--- src/include/fbo_pkg.sv ---
// constants for the flash block select and ram overlay controller
package fbo_pkg;
   // register indices; byte address is four times the index
   localparam logic [15:0] FLASH_OP_CTRL_IDX = 16'hFF80;
   localparam logic [15:0] LARGE_BLK_SEL_IDX = 16'hFF82;
   localparam logic [15:0] SMALL_BLK_SEL_IDX = 16'hFF83;
   localparam logic [15:0] WAIT_OVL_CTRL_IDX = 16'hFFC2;
   localparam logic [15:0] MODE_REPORT_IDX = 16'hFFC5;
   localparam int APB_AW = 18;

   // reset values and fixed read patterns
   localparam logic [7:0] BLK_SEL_RST = 8'h00;
   localparam logic [7:0] BLK_SEL_MODE1 = 8'hFF;
   localparam logic [7:0] WAIT_OVL_RST = 8'h08;
   localparam logic [7:0] ALL_ONES = 8'hFF;

   // flash operation control fields
   localparam int FOP_PROGRAM = 0;
   localparam int FOP_ERASE = 1;
   localparam int FOP_PROG_CHECK = 2;
   localparam int FOP_ERASE_CHECK = 3;
   localparam int FOP_VPP = 7;

   // wait and overlay control fields, and the mode 2 large block lock bit
   localparam int WOC_OVL_HI = 7;
   localparam int WOC_OVL_LO = 6;
   localparam int WOC_CLK_DBL = 5;
   localparam int WOC_RSVD = 4;
   localparam int WOC_WMS_HI = 3;
   localparam int WOC_WMS_LO = 2;
   localparam int WOC_WC_HI = 1;
   localparam int WOC_WC_LO = 0;
   localparam int LB_MODE2_LOCK = 7;

   // overlay windows: flash base, ram base, last offset
   localparam logic [15:0] OVL01_FLASH = 16'h0080;
   localparam logic [15:0] OVL01_RAM = 16'hF880;
   localparam logic [15:0] OVL01_LAST = 16'h007F;
   localparam logic [15:0] OVL10_FLASH = 16'h0080;
   localparam logic [15:0] OVL10_RAM = 16'hF880;
   localparam logic [15:0] OVL10_LAST = 16'h00FF;
   localparam logic [15:0] OVL11_FLASH = 16'h0000;
   localparam logic [15:0] OVL11_RAM = 16'hF800;
   localparam logic [15:0] OVL11_LAST = 16'h007F;

   // erase block range starts; each block ends below the next start
   localparam logic [15:0] LB_START [0:8] = '{16'h1000, 16'h2000,
      16'h4000, 16'h6000, 16'h8000, 16'hA000, 16'hC000, 16'hEF80,
      16'hF780};
   localparam logic [15:0] SB_START [0:8] = '{16'h0000, 16'h0080,
      16'h0100, 16'h0180, 16'h0200, 16'h0400, 16'h0800, 16'h0C00,
      16'h1000};

   typedef enum logic [1:0] {
      FBO_OVL_NONE = 2'b00,
      FBO_OVL_LO = 2'b01,
      FBO_OVL_HI = 2'b10,
      FBO_OVL_IRQ = 2'b11
   } fbo_ovl_t;
endpackage : fbo_pkg

--- src/core/fbo_ctrl.sv ---
// flash block select, wait/overlay control and programming mode decode
//
// Contract
// RULE_01 - eight small block select bits, set selects
// RULE_02 - small select clears on reset, standby, no vpp
// RULE_03 - flash-disabled mode: writes ignored, reads all ones
// RULE_04 - wait/overlay loads 08 on reset, hardware standby
// RULE_05 - all wait/overlay bits writable, fields forwarded out
// RULE_06 - bit 4 plain storage, resets to zero
// RULE_07 - single overlay bit steers window to ram
// RULE_08 - single overlay bit blocks program and erase
// RULE_09 - both bits: overlay starts after interrupt with vpp
// RULE_10 - overlay encoding selects the ram and flash windows
// RULE_11 - large select bits map to large ranges
// RULE_12 - small select bits map to small ranges
// RULE_13 - boot or user programming from pins and vpp
// RULE_14 - mode report shows mode pins as normal
// RULE_15 - software clears overlay bits before programming
// RULE_16 - op control bits: program, erase, verifies
// RULE_17 - flash registers reachable only with vpp present
// RULE_18 - overlay redirects reads and writes keeping offset
module fbo_ctrl
   import fbo_pkg::*;
(
   // clock and reset
   input wire logic mclk_in,
   input wire logic rst_b_in,
   // apb slave
   input wire logic psel_in,
   input wire logic penable_in,
   input wire logic pwrite_in,
   input wire logic [APB_AW-1:0] paddr_in,
   input wire logic [31:0] pwdata_in,
   input wire logic [3:0] pstrb_in,
   output logic [31:0] prdata_out,
   output logic pready_out,
   output logic pslverr_out,
   // pins
   input wire logic program_voltage_pin_in,
   input wire logic mode_pin_hi_hv_in,
   input wire logic mode_pin_hi_in,
   input wire logic mode_pin_lo_in,
   // system state from same clock
   input wire logic sw_standby_in,
   input wire logic hw_standby_in,
   input wire logic irq_in,
   // cpu memory address path
   input wire logic [15:0] cpu_addr_in,
   output logic [15:0] mem_addr_out,
   output logic ram_sel_out,
   output logic blk_selected_out,
   // forwarded controls
   output logic periph_clock_double_out,
   output logic [1:0] wait_mode_sel_out,
   output logic [1:0] wait_count_out,
   output logic program_mode_out,
   output logic erase_mode_out,
   output logic program_check_mode_out,
   output logic erase_check_mode_out,
   output logic boot_mode_out,
   output logic user_prog_mode_out
);
   // pin synchronisers
   logic [3:0] pin_raw;
   logic [3:0] sync1_q;
   logic [3:0] sync2_q;
   logic vpp_ok;
   logic md_hv;
   logic md_hi;
   logic md_lo;

   assign pin_raw = {program_voltage_pin_in, mode_pin_hi_hv_in,
      mode_pin_hi_in, mode_pin_lo_in};

   // logic reads only the second flop of each pair
   for (genvar i = 0; i < 4; i++) begin : g_sync
      always_ff @(posedge mclk_in or negedge rst_b_in) begin
         if (!rst_b_in) begin
            sync1_q[i] <= 1'b0;
            sync2_q[i] <= 1'b0;
         end else begin
            sync1_q[i] <= pin_raw[i];
            sync2_q[i] <= sync1_q[i];
         end
      end
   end

   assign vpp_ok = sync2_q[3];
   assign md_hv = sync2_q[2];
   // a 12 V level on the high mode pin also reads as logic high
   assign md_hi = sync2_q[1] | md_hv;
   assign md_lo = sync2_q[0];

   // operating mode from mode pins
   logic mode1;
   logic mode2;
   assign mode1 = !md_hi && md_lo;
   assign mode2 = md_hi && !md_lo;
   // mode 3 is either remaining code (both pins low or both high), with flash enabled

   // boot mode caught once the synchronisers hold the pin levels
   logic [1:0] strap_wait_q;
   logic strap_done_q;
   logic boot_q;

   always_ff @(posedge mclk_in or negedge rst_b_in) begin
      if (!rst_b_in) begin
         strap_wait_q <= 2'b00;
         strap_done_q <= 1'b0;
         boot_q <= 1'b0;
      end else begin
         // synchronisers restart from zero, so wait out their depth
         strap_wait_q <= {strap_wait_q[0], 1'b1};
         if (strap_wait_q[1] && !strap_done_q) begin
            strap_done_q <= 1'b1;
            boot_q <= vpp_ok && md_hv; // [RULE_13]
         end
      end
   end

   // user programming when vpp present and mode pin high [RULE_13]
   logic user_prog_d;
   assign user_prog_d = !boot_q && vpp_ok && md_hi && !md_hv;

   // apb decode
   logic [15:0] idx;
   logic setup;
   logic wr_en;
   logic hit_fop;
   logic hit_lbs;
   logic hit_sbs;
   logic hit_woc;
   logic hit_mdr;
   logic flash_reg;
   logic flash_ext;
   logic unmapped;
   logic flash_locked;

   assign idx = paddr_in[17:2];
   assign setup = psel_in && !penable_in;
   assign hit_fop = (idx == FLASH_OP_CTRL_IDX);
   assign hit_lbs = (idx == LARGE_BLK_SEL_IDX);
   assign hit_sbs = (idx == SMALL_BLK_SEL_IDX);
   assign hit_woc = (idx == WAIT_OVL_CTRL_IDX);
   assign hit_mdr = (idx == MODE_REPORT_IDX);
   assign flash_reg = hit_fop || hit_lbs || hit_sbs;
   // without vpp, mode 2 treats flash registers as external space
   assign flash_ext = flash_reg && !vpp_ok && mode2; // [RULE_17]
   assign unmapped = !(flash_reg || hit_woc || hit_mdr)
      || (paddr_in[1:0] != 2'b00) || flash_ext;
   // flash registers frozen in mode 1 or without vpp
   assign flash_locked = mode1 || !vpp_ok; // [RULE_03] [RULE_17]
   assign wr_en = psel_in && penable_in && pwrite_in && pstrb_in[0]
      && !unmapped;

   // zero wait states: every access ends in its first access cycle
   assign pready_out = 1'b1;
   assign pslverr_out = psel_in && penable_in && unmapped;

   // wait and overlay control
   logic [7:0] woc_q;
   logic standby;
   // either standby mode clears the flash registers
   assign standby = sw_standby_in || hw_standby_in;

   always_ff @(posedge mclk_in or negedge rst_b_in) begin
      if (!rst_b_in) begin
         woc_q <= WAIT_OVL_RST; // [RULE_04]
      end else if (hw_standby_in) begin
         woc_q <= WAIT_OVL_RST; // [RULE_04]
      end else if (wr_en && hit_woc) begin
         // software standby leaves the register as is [RULE_04]
         woc_q <= pwdata_in[7:0]; // [RULE_05] [RULE_06]
      end
   end

   assign periph_clock_double_out = woc_q[WOC_CLK_DBL]; // [RULE_05]
   assign wait_mode_sel_out = {woc_q[WOC_WMS_HI], woc_q[WOC_WMS_LO]};
   assign wait_count_out = {woc_q[WOC_WC_HI], woc_q[WOC_WC_LO]};

   // overlay state
   fbo_ovl_t ovl_sel;
   logic single_ovl;
   logic irq_seen_q;
   logic ovl_active;

   assign ovl_sel = fbo_ovl_t'({woc_q[WOC_OVL_HI], woc_q[WOC_OVL_LO]});
   assign single_ovl = (ovl_sel == FBO_OVL_LO) || (ovl_sel == FBO_OVL_HI);
   // interrupt latch drops when software leaves the both-bits code

   always_ff @(posedge mclk_in or negedge rst_b_in) begin
      if (!rst_b_in) begin
         irq_seen_q <= 1'b0;
      end else if (ovl_sel != FBO_OVL_IRQ) begin
         irq_seen_q <= 1'b0;
      end else if (irq_in && vpp_ok) begin
         irq_seen_q <= 1'b1; // [RULE_09]
      end
   end

   // both bits set keep flash until the interrupt arrives [RULE_09]
   assign ovl_active = single_ovl || irq_seen_q; // [RULE_07]

   // flash operation control
   logic [3:0] fop_q;
   logic [3:0] fop_wr;

   assign fop_wr = pwdata_in[3:0];

   always_ff @(posedge mclk_in or negedge rst_b_in) begin
      if (!rst_b_in) begin
         fop_q <= 4'h0;
      end else if (standby || !vpp_ok) begin
         fop_q <= 4'h0;
      end else if (wr_en && hit_fop && !flash_locked) begin
         fop_q <= fop_wr; // [RULE_16]
      end
   end

   // emulation protect blocks program and erase only [RULE_08]
   always_ff @(posedge mclk_in or negedge rst_b_in) begin
      if (!rst_b_in) begin
         program_mode_out <= 1'b0;
         erase_mode_out <= 1'b0;
         program_check_mode_out <= 1'b0;
         erase_check_mode_out <= 1'b0;
      end else begin
         program_mode_out <= fop_q[FOP_PROGRAM] && !single_ovl; // [RULE_08]
         erase_mode_out <= fop_q[FOP_ERASE] && !single_ovl; // [RULE_08]
         program_check_mode_out <= fop_q[FOP_PROG_CHECK]; // [RULE_16]
         erase_check_mode_out <= fop_q[FOP_ERASE_CHECK]; // [RULE_16]
      end
   end

   // large block select
   logic [7:0] lbs_q;
   logic [7:0] lbs_mask;
   always_comb begin
      lbs_mask = ALL_ONES;
      if (mode2) begin
         lbs_mask[LB_MODE2_LOCK] = 1'b0;
      end
   end

   always_ff @(posedge mclk_in or negedge rst_b_in) begin
      if (!rst_b_in) begin
         lbs_q <= BLK_SEL_RST;
      end else if (standby || !vpp_ok) begin
         lbs_q <= BLK_SEL_RST;
      end else if (wr_en && hit_lbs && !flash_locked) begin
         // top large block bit cannot change in mode 2
         lbs_q <= (pwdata_in[7:0] & lbs_mask) | (lbs_q & ~lbs_mask);
      end
   end

   // small block select
   logic [7:0] sbs_q;

   always_ff @(posedge mclk_in or negedge rst_b_in) begin
      if (!rst_b_in) begin
         sbs_q <= BLK_SEL_RST; // [RULE_02]
      end else if (standby || !vpp_ok) begin
         sbs_q <= BLK_SEL_RST; // [RULE_02]
      end else if (wr_en && hit_sbs && !flash_locked) begin
         sbs_q <= pwdata_in[7:0]; // [RULE_01] [RULE_03]
      end
   end

   // read data, latched in the setup cycle
   logic [7:0] rd_byte;
   logic [7:0] fop_view;
   logic [7:0] mdr_view;

   always_comb begin
      fop_view = 8'h00;
      fop_view[FOP_VPP] = vpp_ok;
      fop_view[3:0] = fop_q;
   end
   // mode report mirrors the pins also in boot mode [RULE_14]
   assign mdr_view = {6'b000000, md_hi, md_lo};

   always_comb begin
      rd_byte = 8'h00;
      if (hit_woc) begin
         rd_byte = woc_q;
      end else if (hit_mdr) begin
         rd_byte = mdr_view; // [RULE_14]
      end else if (flash_reg && mode1) begin
         rd_byte = BLK_SEL_MODE1; // [RULE_03]
      end else if (flash_reg && flash_locked) begin
         rd_byte = ALL_ONES; // [RULE_17]
      end else if (hit_fop) begin
         rd_byte = fop_view;
      end else if (hit_lbs) begin
         rd_byte = lbs_q;
      end else if (hit_sbs) begin
         rd_byte = sbs_q; // [RULE_01]
      end
      // unmapped or external reads return zero with an error
      if (unmapped) begin
         rd_byte = 8'h00;
      end
   end

   always_ff @(posedge mclk_in or negedge rst_b_in) begin
      if (!rst_b_in) begin
         prdata_out <= 32'h0000_0000;
      end else if (setup && !pwrite_in) begin
         prdata_out <= {24'h000000, rd_byte};
      end
   end

   // address steering and block selection
   logic [15:0] map_addr;
   logic map_ram;
   logic [7:0] lb_hit;
   logic [7:0] sb_hit;

   fbo_addr_map u_map (
      .ovl_sel_in(ovl_sel),
      .ovl_active_in(ovl_active),
      .addr_in(cpu_addr_in),
      .addr_out(map_addr),
      .ram_hit_out(map_ram),
      .large_hit_out(lb_hit),
      .small_hit_out(sb_hit)
   );

   assign mem_addr_out = map_addr; // [RULE_18]
   assign ram_sel_out = map_ram; // [RULE_07]
   // an overlaid address never reaches the flash array
   assign blk_selected_out = |((lb_hit & lbs_q) | (sb_hit & sbs_q))
      && !map_ram; // [RULE_11] [RULE_12]

   // programming mode outputs
   always_ff @(posedge mclk_in or negedge rst_b_in) begin
      if (!rst_b_in) begin
         boot_mode_out <= 1'b0;
         user_prog_mode_out <= 1'b0;
      end else begin
         boot_mode_out <= boot_q; // [RULE_13]
         user_prog_mode_out <= user_prog_d; // [RULE_13]
      end
   end
endmodule : fbo_ctrl

--- src/core/fbo_addr_map.sv ---
// overlay address steering and erase block lookup for one cpu address
module fbo_addr_map
   import fbo_pkg::*;
(
   // overlay control
   input wire logic [1:0] ovl_sel_in,
   input wire logic ovl_active_in,
   // address
   input wire logic [15:0] addr_in,
   // results
   output logic [15:0] addr_out,
   output logic ram_hit_out,
   output logic [7:0] large_hit_out,
   output logic [7:0] small_hit_out
);
   logic [15:0] fbase;
   logic [15:0] rbase;
   logic [15:0] last;
   logic [15:0] offs;

   always_comb begin
      unique case (ovl_sel_in)
         FBO_OVL_LO: begin
            fbase = OVL01_FLASH;
            rbase = OVL01_RAM;
            last = OVL01_LAST;
         end
         FBO_OVL_HI: begin
            fbase = OVL10_FLASH;
            rbase = OVL10_RAM;
            last = OVL10_LAST;
         end
         FBO_OVL_IRQ: begin
            fbase = OVL11_FLASH;
            rbase = OVL11_RAM;
            last = OVL11_LAST;
         end
         FBO_OVL_NONE: begin
            fbase = 16'h0000;
            rbase = 16'h0000;
            last = 16'h0000;
         end
      endcase
   end

   // window offset kept, base swapped [RULE_10] [RULE_18]
   assign offs = 16'(addr_in - fbase);
   assign ram_hit_out = ovl_active_in && (ovl_sel_in != FBO_OVL_NONE)
      && (addr_in >= fbase) && (offs <= last); // [RULE_07]
   assign addr_out = ram_hit_out ? 16'(rbase + offs) : addr_in; // [RULE_18]

   // block ranges per select bit [RULE_11] [RULE_12]
   for (genvar i = 0; i < 8; i++) begin : g_blk
      assign large_hit_out[i] = (addr_in >= LB_START[i])
         && (addr_in < LB_START[i+1]);
      assign small_hit_out[i] = (addr_in >= SB_START[i])
         && (addr_in < SB_START[i+1]);
   end
endmodule : fbo_addr_map

--- config.mk ---
export PLATFORM = sky130hd
export DESIGN_NAME = fbo_ctrl
export DESIGN_NICKNAME = d
export VERILOG_FILES = /design/src/include/fbo_pkg.sv /design/src/core/fbo_ctrl.sv /design/src/core/fbo_addr_map.sv
export SDC_FILE = /design/constraint.sdc
export NUM_CORES = 1
export LEC_CHECK = 0
export BUFFER_PORTS_ARGS = -buffer_cell sky130_fd_sc_hd__buf_2
export CAP_MARGIN = 5
export CORE_ASPECT_RATIO = 0.8
export CORE_UTILIZATION = 31
export DETAILED_ROUTE_END_ITERATION = 12
export PLACE_DENSITY = 0.63
export SLEW_MARGIN = 30
export SYNTH_ARGS = -nofsm -noshare
export SYNTH_HDL_FRONTEND = slang
export SYNTH_HIERARCHICAL = 1
export SYNTH_SLANG_ARGS = --single-unit
export TNS_END_PERCENT = 5
--- constraint.sdc ---
create_clock -name mclk_in -period 4.1 [get_ports mclk_in]
set_clock_uncertainty 0.2 [all_clocks]
set_input_delay 0.205 -clock mclk_in [delete_from_list [all_inputs] [get_ports mclk_in]]
set_output_delay 0.205 -clock mclk_in [all_outputs]
set_load 0.01 [all_outputs]
# Word level (Yosys, flattened, before mapping)
# Index checks and enable logic that the tools add are counted.
[classes]
add_sub_neg = 2
order_cmp = 34
n_eq_ne = 9
n_mux = 23
bitwise_logic = 8
reduce_logical = 84
[ops]
columns = ["cell", "n"]
rows = [
  ["$mux 8", 14],
  ["$pmux 16 s3", 2],
  ["$eq 16x16->1 const B", 5],
  ["$lt 16x16->1 const B", 5],
  ["$ge 16x16->1 const B", 4],
  ["$logic_and 1x1->1", 48],
  ["$and 8x8->8", 4],
  ["$ge 16x12->1 const B", 2],
  ["$ge 16x15->1 const B", 2],
  ["$ge 16x9->1 const B", 2],
  ["$lt 16x12->1 const B", 2],
  ["$lt 16x15->1 const B", 2],
  ["$lt 16x9->1 const B", 2],
  ["$pmux 16 s2", 1],
  ["$add 16x16->16", 1],
  ["$ge 16x1->1 const B", 1],
  ["$ge 16x10->1 const B", 1],
  ["$ge 16x11->1 const B", 1],
  ["$ge 16x13->1 const B", 1],
  ["$ge 16x14->1 const B", 1],
  ["$ge 16x16->1", 1],
  ["$ge 16x8->1 const B", 1],
  ["$le 16x16->1", 1],
  ["$lt 16x10->1 const B", 1],
  ["other kinds (20)", 55],
]
[word_totals]
ff_bits = 55
out_inout_bits = 63

# Depth between registers and ports, before layout
# Gate-level depths: netlist of the first run.
[logic_depth]
ltp_word = 14
mapped_depth = 14
mapped_depth_nobuf = 13

# Cells and area by module
# The synthesis of the first run kept the hierarchy.
[modules_own_cells]
columns = ["module", "n_inst", "cells_each", "area_per_inst_um2"]
rows = [
  ["fbo_ctrl", 1, 273, 2821.5],
  ["fbo_addr_map", 1, 156, 1091.0],
]

# Worst setup path after synthesis of the first run
# Ideal clock, no wire load.
[synth_timing]
path_type = "reg-to-output"
startpoint = "register woc_q[6]"
endpoint = "output mem_addr_out[14]"
t_arrival_ps = 2822
required_time_ps = 3695
path_slack_ps = 873
path_stages_with_launch = 14
path_buffers = 1
cell_sequence = "dfrtp_1 inv_1 ha_1 ha_1 ha_1 buf_6 nor3b_4 xnor2_1 ha_1 and3_1 a211oi_1 nor2b_1 xnor2_1 o21bai_1"
[synth_between]
elab_chain_len = 7
[synth_lines]
columns = ["item", "line_no", "source"]
rows = [
  ["from (decl)", "fbo_ctrl.sv:161", "logic [7:0] woc_q;"],
  ["from (signal assigned)", "fbo_ctrl.sv:173", "woc_q <= pwdata_in[7:0];"],
  ["$eq 2x2->1 (tied with other cells)", "fbo_addr_map.sv:22", "unique case (ovl_sel_in)"],
  ["$reduce_or 2->1 (no line) or $logic_or 1x1->1 (tied branches)", "--", ""],
  ["$pmux 16 s2 or $logic_or 1x1->1 (tied branches)", "fbo_addr_map.sv:22, fbo_ctrl.sv:202", ""],
  ["$sub 16x16->16 (tied with other cells)", "fbo_addr_map.sv:47", "assign offs = 16'(addr_in - fbase);"],
  ["$le 16x16->1 or $logic_and 1x1->1 (tied branches)", "fbo_addr_map.sv:49", "&& (addr_in >= fbase) && (offs <= last);"],
  ["$logic_and 1x1->1", "fbo_addr_map.sv:49", ""],
  ["$mux 16 (*)", "fbo_addr_map.sv:50", "assign addr_out = ram_hit_out ? 16'(rbase + offs) : addr_in;"],
  ["to (decl)", "fbo_ctrl.sv:49", "output logic [15:0] mem_addr_out,"],
]
# Mark *: on every way between the ends. The rest lies on a longest branch, timed or not. The select of a mux whose other input is x is not followed.

# Worst setup path after layout of the first run
# Ends and elaborated chain as after synthesis.

==> results.ini, run 1 <==
[flow_run]
max-cap-violations = 0

[logic_synthesis]
async_flop_share_pct = 100.0
synth.ff_latch_count = 55
synth_area_per_cell_um2 = 9.120
mappedNetlistArea_mm2 = 0.003913
synth.yosys.warnings = 6
synth_edf_count = 0
netlist_instances = 429
post_synth_num_cell_types = 70
yosys_most_used_dff = sky130_fd_sc_hd__dfrtp_1
yosysSeqAreaShare_pct = 35.21

[clocking]
clock_latency_ns = 0.29
tritoncts = built
cts_inserted_buffers = 5
cts_max_level = 2
cts_root_buf = sky130_fd_sc_hd__clkbuf_16
cts.sinks = 55
clock_path_buffers = 2
worst_setup_hold_path_clk_slew_ns = 0.07

[critical_path]
worstSetupStartpointType = flop
worst_ep_arrival_time_ns = 3.38
critical_path_required_ns = 3.69
rr_startpoint = vpp_ok$_DFF_PN0_
worst_setup_path_end_kind = primary output
worst-r2r-setup-slack_ns = 1.81
critPathLaunch = woc_q[6]$_DFFE_PN0P_
cp_max_fo = 9
worstSetupPathType = flop to primary output
worst-r2r-cell-count = 6
worstReg2RegEnd = lbs_q[6]$_DFFE_PN0P_

[power]
worst_vdd_rail_ir_drop_uv = 163.2
leakagePower_nw = 2.187
power_density_mw_per_mm2 = 255.5

[hold_path]
hold_path_class = input port to flop
hold_path_startpoint = pwdata_in[5]
min_to = sbs_q[5]$_DFFE_PN0P_
worstHoldPathCells = 3

[run_status]
run_status = complete, no violations

[floorplan]
floorplan.die.width_um = 127.6
floorplan.die_area_mm2 = 0.01308
ios = 145
placementRows = 36
fp.dieH_um = 102.5
core_area_mm2 = 0.01225
floorplan.initialDensity_pct = 31.93

[drt]
routed_wl_mm = 10.22
dr_total_vias = 3401
drc = 0
detail_route.iter0.violations = 213
routedWlPerCell_um = 15.00
detailedRoute.firstPassIterationCount = 5
drtAntennaViolNets = 0
route.detailed.vias_per_inst = 4.994

[placement]
hpwlAfterDp_mm = 7.908
cell_count_post_placement = 665
buffer_ports.inserted = 92
gp_routability_congestion = 0.8434

[sta]
slew-limit-headroom_pct = 50.60
endpoints_failing_hold = 0
timing.final.max_slew_violations = 0
rsz0062_at_grt = no
worst_slew_pin_slew_ns = 0.7342
post-route-min-period_ns = 3.783
totalNegativeSetupSlack_ns = 0
setup_violations = 0
period_share_pct = 92.27
max_clock_freq_ghz = 0.2643

[grt]
first_global_vias = 3292
grt_first_pass_wirelength_mm = 16.55
grt-ovfl-total = 0
gr-usage-all-layers_pct = 16.01
grt_start_max_net_pins = 56
number_of_antenna_violations_at_the_first_check_in_global_routing = 0

[layout]
post_layout_nonfiller_instances = 681
areaGrowthSynthToFinish_pct = 17.88
n_fill_cell = 1291
finalNetCount = 611
post-route-util_pct = 37.64
drive_above_1_share_pct = 25.10
most-common-layout-cells = 92 x sky130_fd_sc_hd__buf_2, 54 x sky130_fd_sc_hd__dfrtp_1, 36 x sky130_fd_sc_hd__nor2_1
layout.cells.most_common = sky130_fd_sc_hd__buf_2
num_antenna_cells = 0

-- repair_timing --
action                     CTS  global route
setup endpoints to repair    0             3
hold endpoints to repair    62             0
hold buffers                 8             0
setup buffers                0             1
resized for setup            0             5
-- worst max path at each step --
stage / endpoint / slack, ns / cells past startpoint
6_report: mem_addr_out[14] / 0.32 / 14
5_1_grt: mem_addr_out[14] / 0.04 / 14
4_1_cts: mem_addr_out[14] / 0.13 / 13
3_5_place_dp: mem_addr_out[14] / 0.46 / 13
3_3_place_gp: mem_addr_out[14] / 0.48 / 13
2_1_floorplan: mem_addr_out[14] / 0.87 / 13
-- stage by stage --
step	worst slack (ns)	total power (W)	area [um^2]	hold WS [ns]
after CTS	0.1291	0.001188	4579	0.009650
after detailed placement	0.4557	0.0007158	4340	0.1143
after floorplan	0.8731	0.0006655	4003	-0.2906
final	0.3168	0.001178	4612	0.01081
after global routing	0.03787	0.001226	4612	0.02050
after global placement	0.4814	0.0007118	4340	0.1135
-- critical path, cell delays in order (launching register included) --
cell and delay [ns]:
sky130_fd_sc_hd__dfrtp_1 0.43, sky130_fd_sc_hd__inv_1 0.09, sky130_fd_sc_hd__ha_1 0.34, sky130_fd_sc_hd__ha_2 0.24, sky130_fd_sc_hd__ha_4 0.19, sky130_fd_sc_hd__nor3b_4 0.30, sky130_fd_sc_hd__nand2_1 0.11, sky130_fd_sc_hd__xnor2_1 0.13
sky130_fd_sc_hd__ha_1 0.20, sky130_fd_sc_hd__or3_1 0.39, sky130_fd_sc_hd__a211oi_1 0.21, sky130_fd_sc_hd__nor2b_1 0.09, sky130_fd_sc_hd__xnor2_1 0.12, sky130_fd_sc_hd__o21bai_1 0.11, sky130_fd_sc_hd__buf_2 0.14
-- power breakdown --
group | switching [W] | internal, W
logic | 0.000101 | 0.0000591
clock network | 0.000179 | 0.000285
registers | 0.00000433 | 0.000549
-- final cells by class --
| type | instances | area (um^2) | area share [%] |
|---|---|---|---|
| clock buffers | 6 | 128.9 | 2.794 |
| flip-flops and latches | 55 | 1378 | 29.87 |
| multi-input cells | 329 | 2235 | 48.45 |
| inverters | 15 | 56.30 | 1.221 |
| clock inverters | 1 | 30.03 | 0.6511 |
| repair buffers | 104 | 570.5 | 12.37 |
| well taps | 171 | 214.0 | 4.639 |
-- Yosys cell counts, types with 5 or more instances --
library cell,number,area [um^2]
sky130_fd_sc_hd__dfrtp_1,54,1351
sky130_fd_sc_hd__buf_4,37,277.8
sky130_fd_sc_hd__nor2_1,36,135.1
sky130_fd_sc_hd__nand2_1,30,112.6
sky130_fd_sc_hd__mux2i_1,22,220.2
sky130_fd_sc_hd__a21oi_1,19,95.09
sky130_fd_sc_hd__ha_1,19,237.7
sky130_fd_sc_hd__nand3_1,19,95.09
sky130_fd_sc_hd__inv_1,14,52.55
sky130_fd_sc_hd__nor3_1,14,70.07
sky130_fd_sc_hd__clkbuf_1,13,48.80
sky130_fd_sc_hd__o21ai_0,12,60.06
sky130_fd_sc_hd__a22o_1,10,87.58
sky130_fd_sc_hd__and3_1,8,50.05
sky130_fd_sc_hd__nor2b_1,8,50.05
sky130_fd_sc_hd__nand4_1,7,43.79
sky130_fd_sc_hd__xnor2_1,7,61.31
sky130_fd_sc_hd__a22oi_1,6,45.04
sky130_fd_sc_hd__nor4_1,6,37.54
sky130_fd_sc_hd__a31oi_1,5,31.28
sky130_fd_sc_hd__o211ai_1,5,37.54
-- cells by family after synthesis --
group                      synth area share, %
muxes                                    5.916
and+or+nand+nor                          25.10
buffers and inverters                    10.62
AOI/OAI and AO/OA                        14.42
adders and majority gates                6.076
other                                   0.1919
DFF                                      35.21
xor gates and xnor gates                 2.462
-- flip-flops by register name, summed over array words and instances, names as in the netlist, 2 cells and up --
register / count
lbs_q: 8
fop_q: 4
sbs_q: 8
sync1_q: 4
woc_q: 8
strap_wait_q: 2
prdata_out: 8
-- metal layers --
| metal | up-vias | track usage (%) | routed length (um) |
|---|---|---|---|
| met3 | 6 | 1.885 | 588 |
| met1 | 1592 | 21.89 | 4975 |
| met2 | 150 | 27.41 | 4587 |
| met5 | - | 0 | 0 |
| li1 | 1653 | - | - |
| met4 | 0 | 3.439 | 67 |
(Power assumes the default switching activity.)
==> run 2, diff against run 1 <==
--- a/config.mk
+++ b/config.mk
@@ -5,7 +5,7 @@
 export SDC_FILE = /design/constraint.sdc
 export NUM_CORES = 1
 export LEC_CHECK = 0
-export BUFFER_PORTS_ARGS = -buffer_cell sky130_fd_sc_hd__buf_2
+export BUFFER_PORTS_ARGS = -buffer_cell sky130_fd_sc_hd__clkbuf_2
 export CAP_MARGIN = 5
 export CORE_ASPECT_RATIO = 0.8
 export CORE_UTILIZATION = 31
==> constraint.sdc (replaced) <==
create_clock -name mclk_in -period 4.4 [get_ports mclk_in]
set_clock_uncertainty 0.2 [all_clocks]
set_input_delay 0.22 -clock mclk_in [delete_from_list [all_inputs] [get_ports mclk_in]]
set_output_delay 0.22 -clock mclk_in [all_outputs]
set_load 0.01 [all_outputs]
==> results.ini, run 2 (synthesis gave the netlist of run 1 again) <==
[critical_path]
cp_max_fo = 9
worstSetupPathType = flop to primary output
worst_ep_arrival_time_ns = 3.56
worst_path_largest_cell_delay_ns = 0.45
worst_setup_path_end_kind = primary output
critical_path_required_ns = 3.98
cpMostUsedCell = sky130_fd_sc_hd__ha_1
kind_of_cell_adding_the_most_delay_to_the_critical_path = adder cells
worstSetupStartpointType = flop
timing.critical_path.cells = inv_1, ha_1, ha_1, ha_1, nor3b_4, xnor2_1, ha_1, and3_1, a211oi_1, nor2b_1, xnor2_1, o21bai_1, clkbuf_2
worstPathBufferInverterCount = 2
cp_slowest_cell = sky130_fd_sc_hd__dfrtp_1

[clocking]
cts_max_level = 2
cts.sinks = 55
cts_root_buf = sky130_fd_sc_hd__clkbuf_16
clock_latency_ns = 0.28
worst_setup_hold_path_clk_slew_ns = 0.07
tritoncts = built
cts_inserted_buffers = 5
hold_buffers = 7
post_cts_buffers = 0
cts_resized = 0
clock_path_buffers = 2

[grt]
gr-usage-all-layers_pct = 15.79
grt_first_pass_wirelength_mm = 16.27
grt-ovfl-total = 0
grt_start_max_net_pins = 56
number_of_antenna_violations_at_the_first_check_in_global_routing = 0
first_global_vias = 3311

[power]
total_switching_power_w = 0.0002585
internal_power_w = 0.0008309
power.share.combinational_pct = 13.3
power.switching_fraction_pct = 23.73
leakagePower_nw = 2.176
clkPwrFrac_pct = 39.3
power.sequential.fraction_pct = 47.4
worst_vdd_rail_ir_drop_uv = 142.4
power_density_mw_per_mm2 = 238.4

[floorplan]
placementRows = 36
ios = 145
core_area_mm2 = 0.01225
fp.dieH_um = 102.5
floorplan.initialDensity_pct = 31.93
floorplan.die.width_um = 127.6
floorplan.die_area_mm2 = 0.01308

[layout]
num_antenna_cells = 0
most-common-layout-cells = 92 x sky130_fd_sc_hd__clkbuf_2, 54 x sky130_fd_sc_hd__dfrtp_1, 36 x sky130_fd_sc_hd__nor2_1
finalNetCount = 609
postLayoutCellArea_mm2 = 0.004569
areaGrowthSynthToFinish_pct = 16.79
n_fill_cell = 1279
post_layout_nonfiller_instances = 679
drive_above_1_share_pct = 24.21
layout.cells.most_common = sky130_fd_sc_hd__clkbuf_2

[sta]
setup_violations = 0
post-route-min-period_ns = 3.985
totalNegativeSetupSlack_ns = 0
period_share_pct = 90.56
endpoints_failing_hold = 0
worst_slew_pin_slew_ns = 0.6906
fin_ws_ns = 0.4152
rsz0062_at_grt = no
whs_ns = 0.01148
timing.final.max_slew_violations = 0
slew-limit-headroom_pct = 53.54
max_clock_freq_ghz = 0.2510

[run_status]
run_status = complete, no violations

[drt]
detail_route.iter0.violations = 174
drtAntennaViolNets = 0
detailedRoute.firstPassIterationCount = 4
dr_total_vias = 3362
routed_wl_mm = 9.860
route.detailed.vias_per_inst = 4.951
drc = 0
routedWlPerCell_um = 14.52

[placement]
postPlaceCellArea_mm2 = 0.004340
hpwlAfterDp_mm = 7.783
gp_routability_congestion = 0.8499
cell_count_post_placement = 665
buffer_ports.inserted = 92
dp_slack_ns = 0.7328

[hold_path]
hold_path_class = input port to flop

[flow_run]
max-cap-violations = 0

## run 2: final timing paths
| path | start | end | slack, ns | cells past startpoint |
|---|---|---|---|---|
| max in group asynchronous | rst_b_in | prdata_out[3]$_DFFE_PN0P_ | 3.15 | 3 |
| min reg2reg | sync1_q[0]$_DFF_PN0_ | md_lo$_DFF_PN0_ | 0.15 | 0 |
| min in group asynchronous | rst_b_in | prdata_out[1]$_DFFE_PN0P_ | 0.40 | 3 |
| max reg2reg | vpp_ok$_DFF_PN0_ | lbs_q[1]$_DFFE_PN0P_ | 2.12 | 6 |
| max | woc_q[6]$_DFFE_PN0P_ | mem_addr_out[14] | 0.42 | 13 |
| min | irq_in | irq_seen_q$_DFFE_PN0P_ | 0.01 | 3 |
## run 2: cell type report
type | instances | area, um^2 | area share [%]
multi-input combinational | 329 | 2210 | 48.36
sequential | 55 | 1378 | 30.15
timing repair buffer | 102 | 553.0 | 12.10
tap | 171 | 214.0 | 4.682
clock buffer | 6 | 128.9 | 2.820
inverter | 15 | 56.30 | 1.232
clock inverter | 1 | 30.03 | 0.6572
## run 2: through the flow
stage                     utilization [%]  total power [W]
final                               37.30         0.001089
after global routing                37.30         0.001141
after CTS                           37.30         0.001103
after detailed placement            35.43        0.0006653
after global placement              35.43        0.0006633
after floorplan                         -        0.0006202
## run 2: tightest hold or removal path: cells and delay by family
family | cells | cell delay (ns)
AO/OA/AOI/OAI | 1 | 0.05
AND/OR/NAND/NOR | 1 | 0.10
buffers and inverters | 1 | 0.08
## run 2: metal layers
layer,GRT usage (%),vias up,share of wire (%),wire length (um)
met2,26.90,138,45,4448
met3,2.827,2,7.8,766
li1,-,1636,-,-
met1,21.20,1586,47,4618
met4,2.986,0,0.27,27
met5,0,-,0,0
## run 2: power groups by stage
stage               sequential (W)  clock [W]  combinational (W)
detailed placement        0.000526          0           0.000140
CTS                       0.000516   0.000442           0.000146
global placement          0.000526          0           0.000138
global route              0.000516   0.000462           0.000163
floorplan                 0.000525          0          0.0000951
finish                    0.000516   0.000429           0.000145
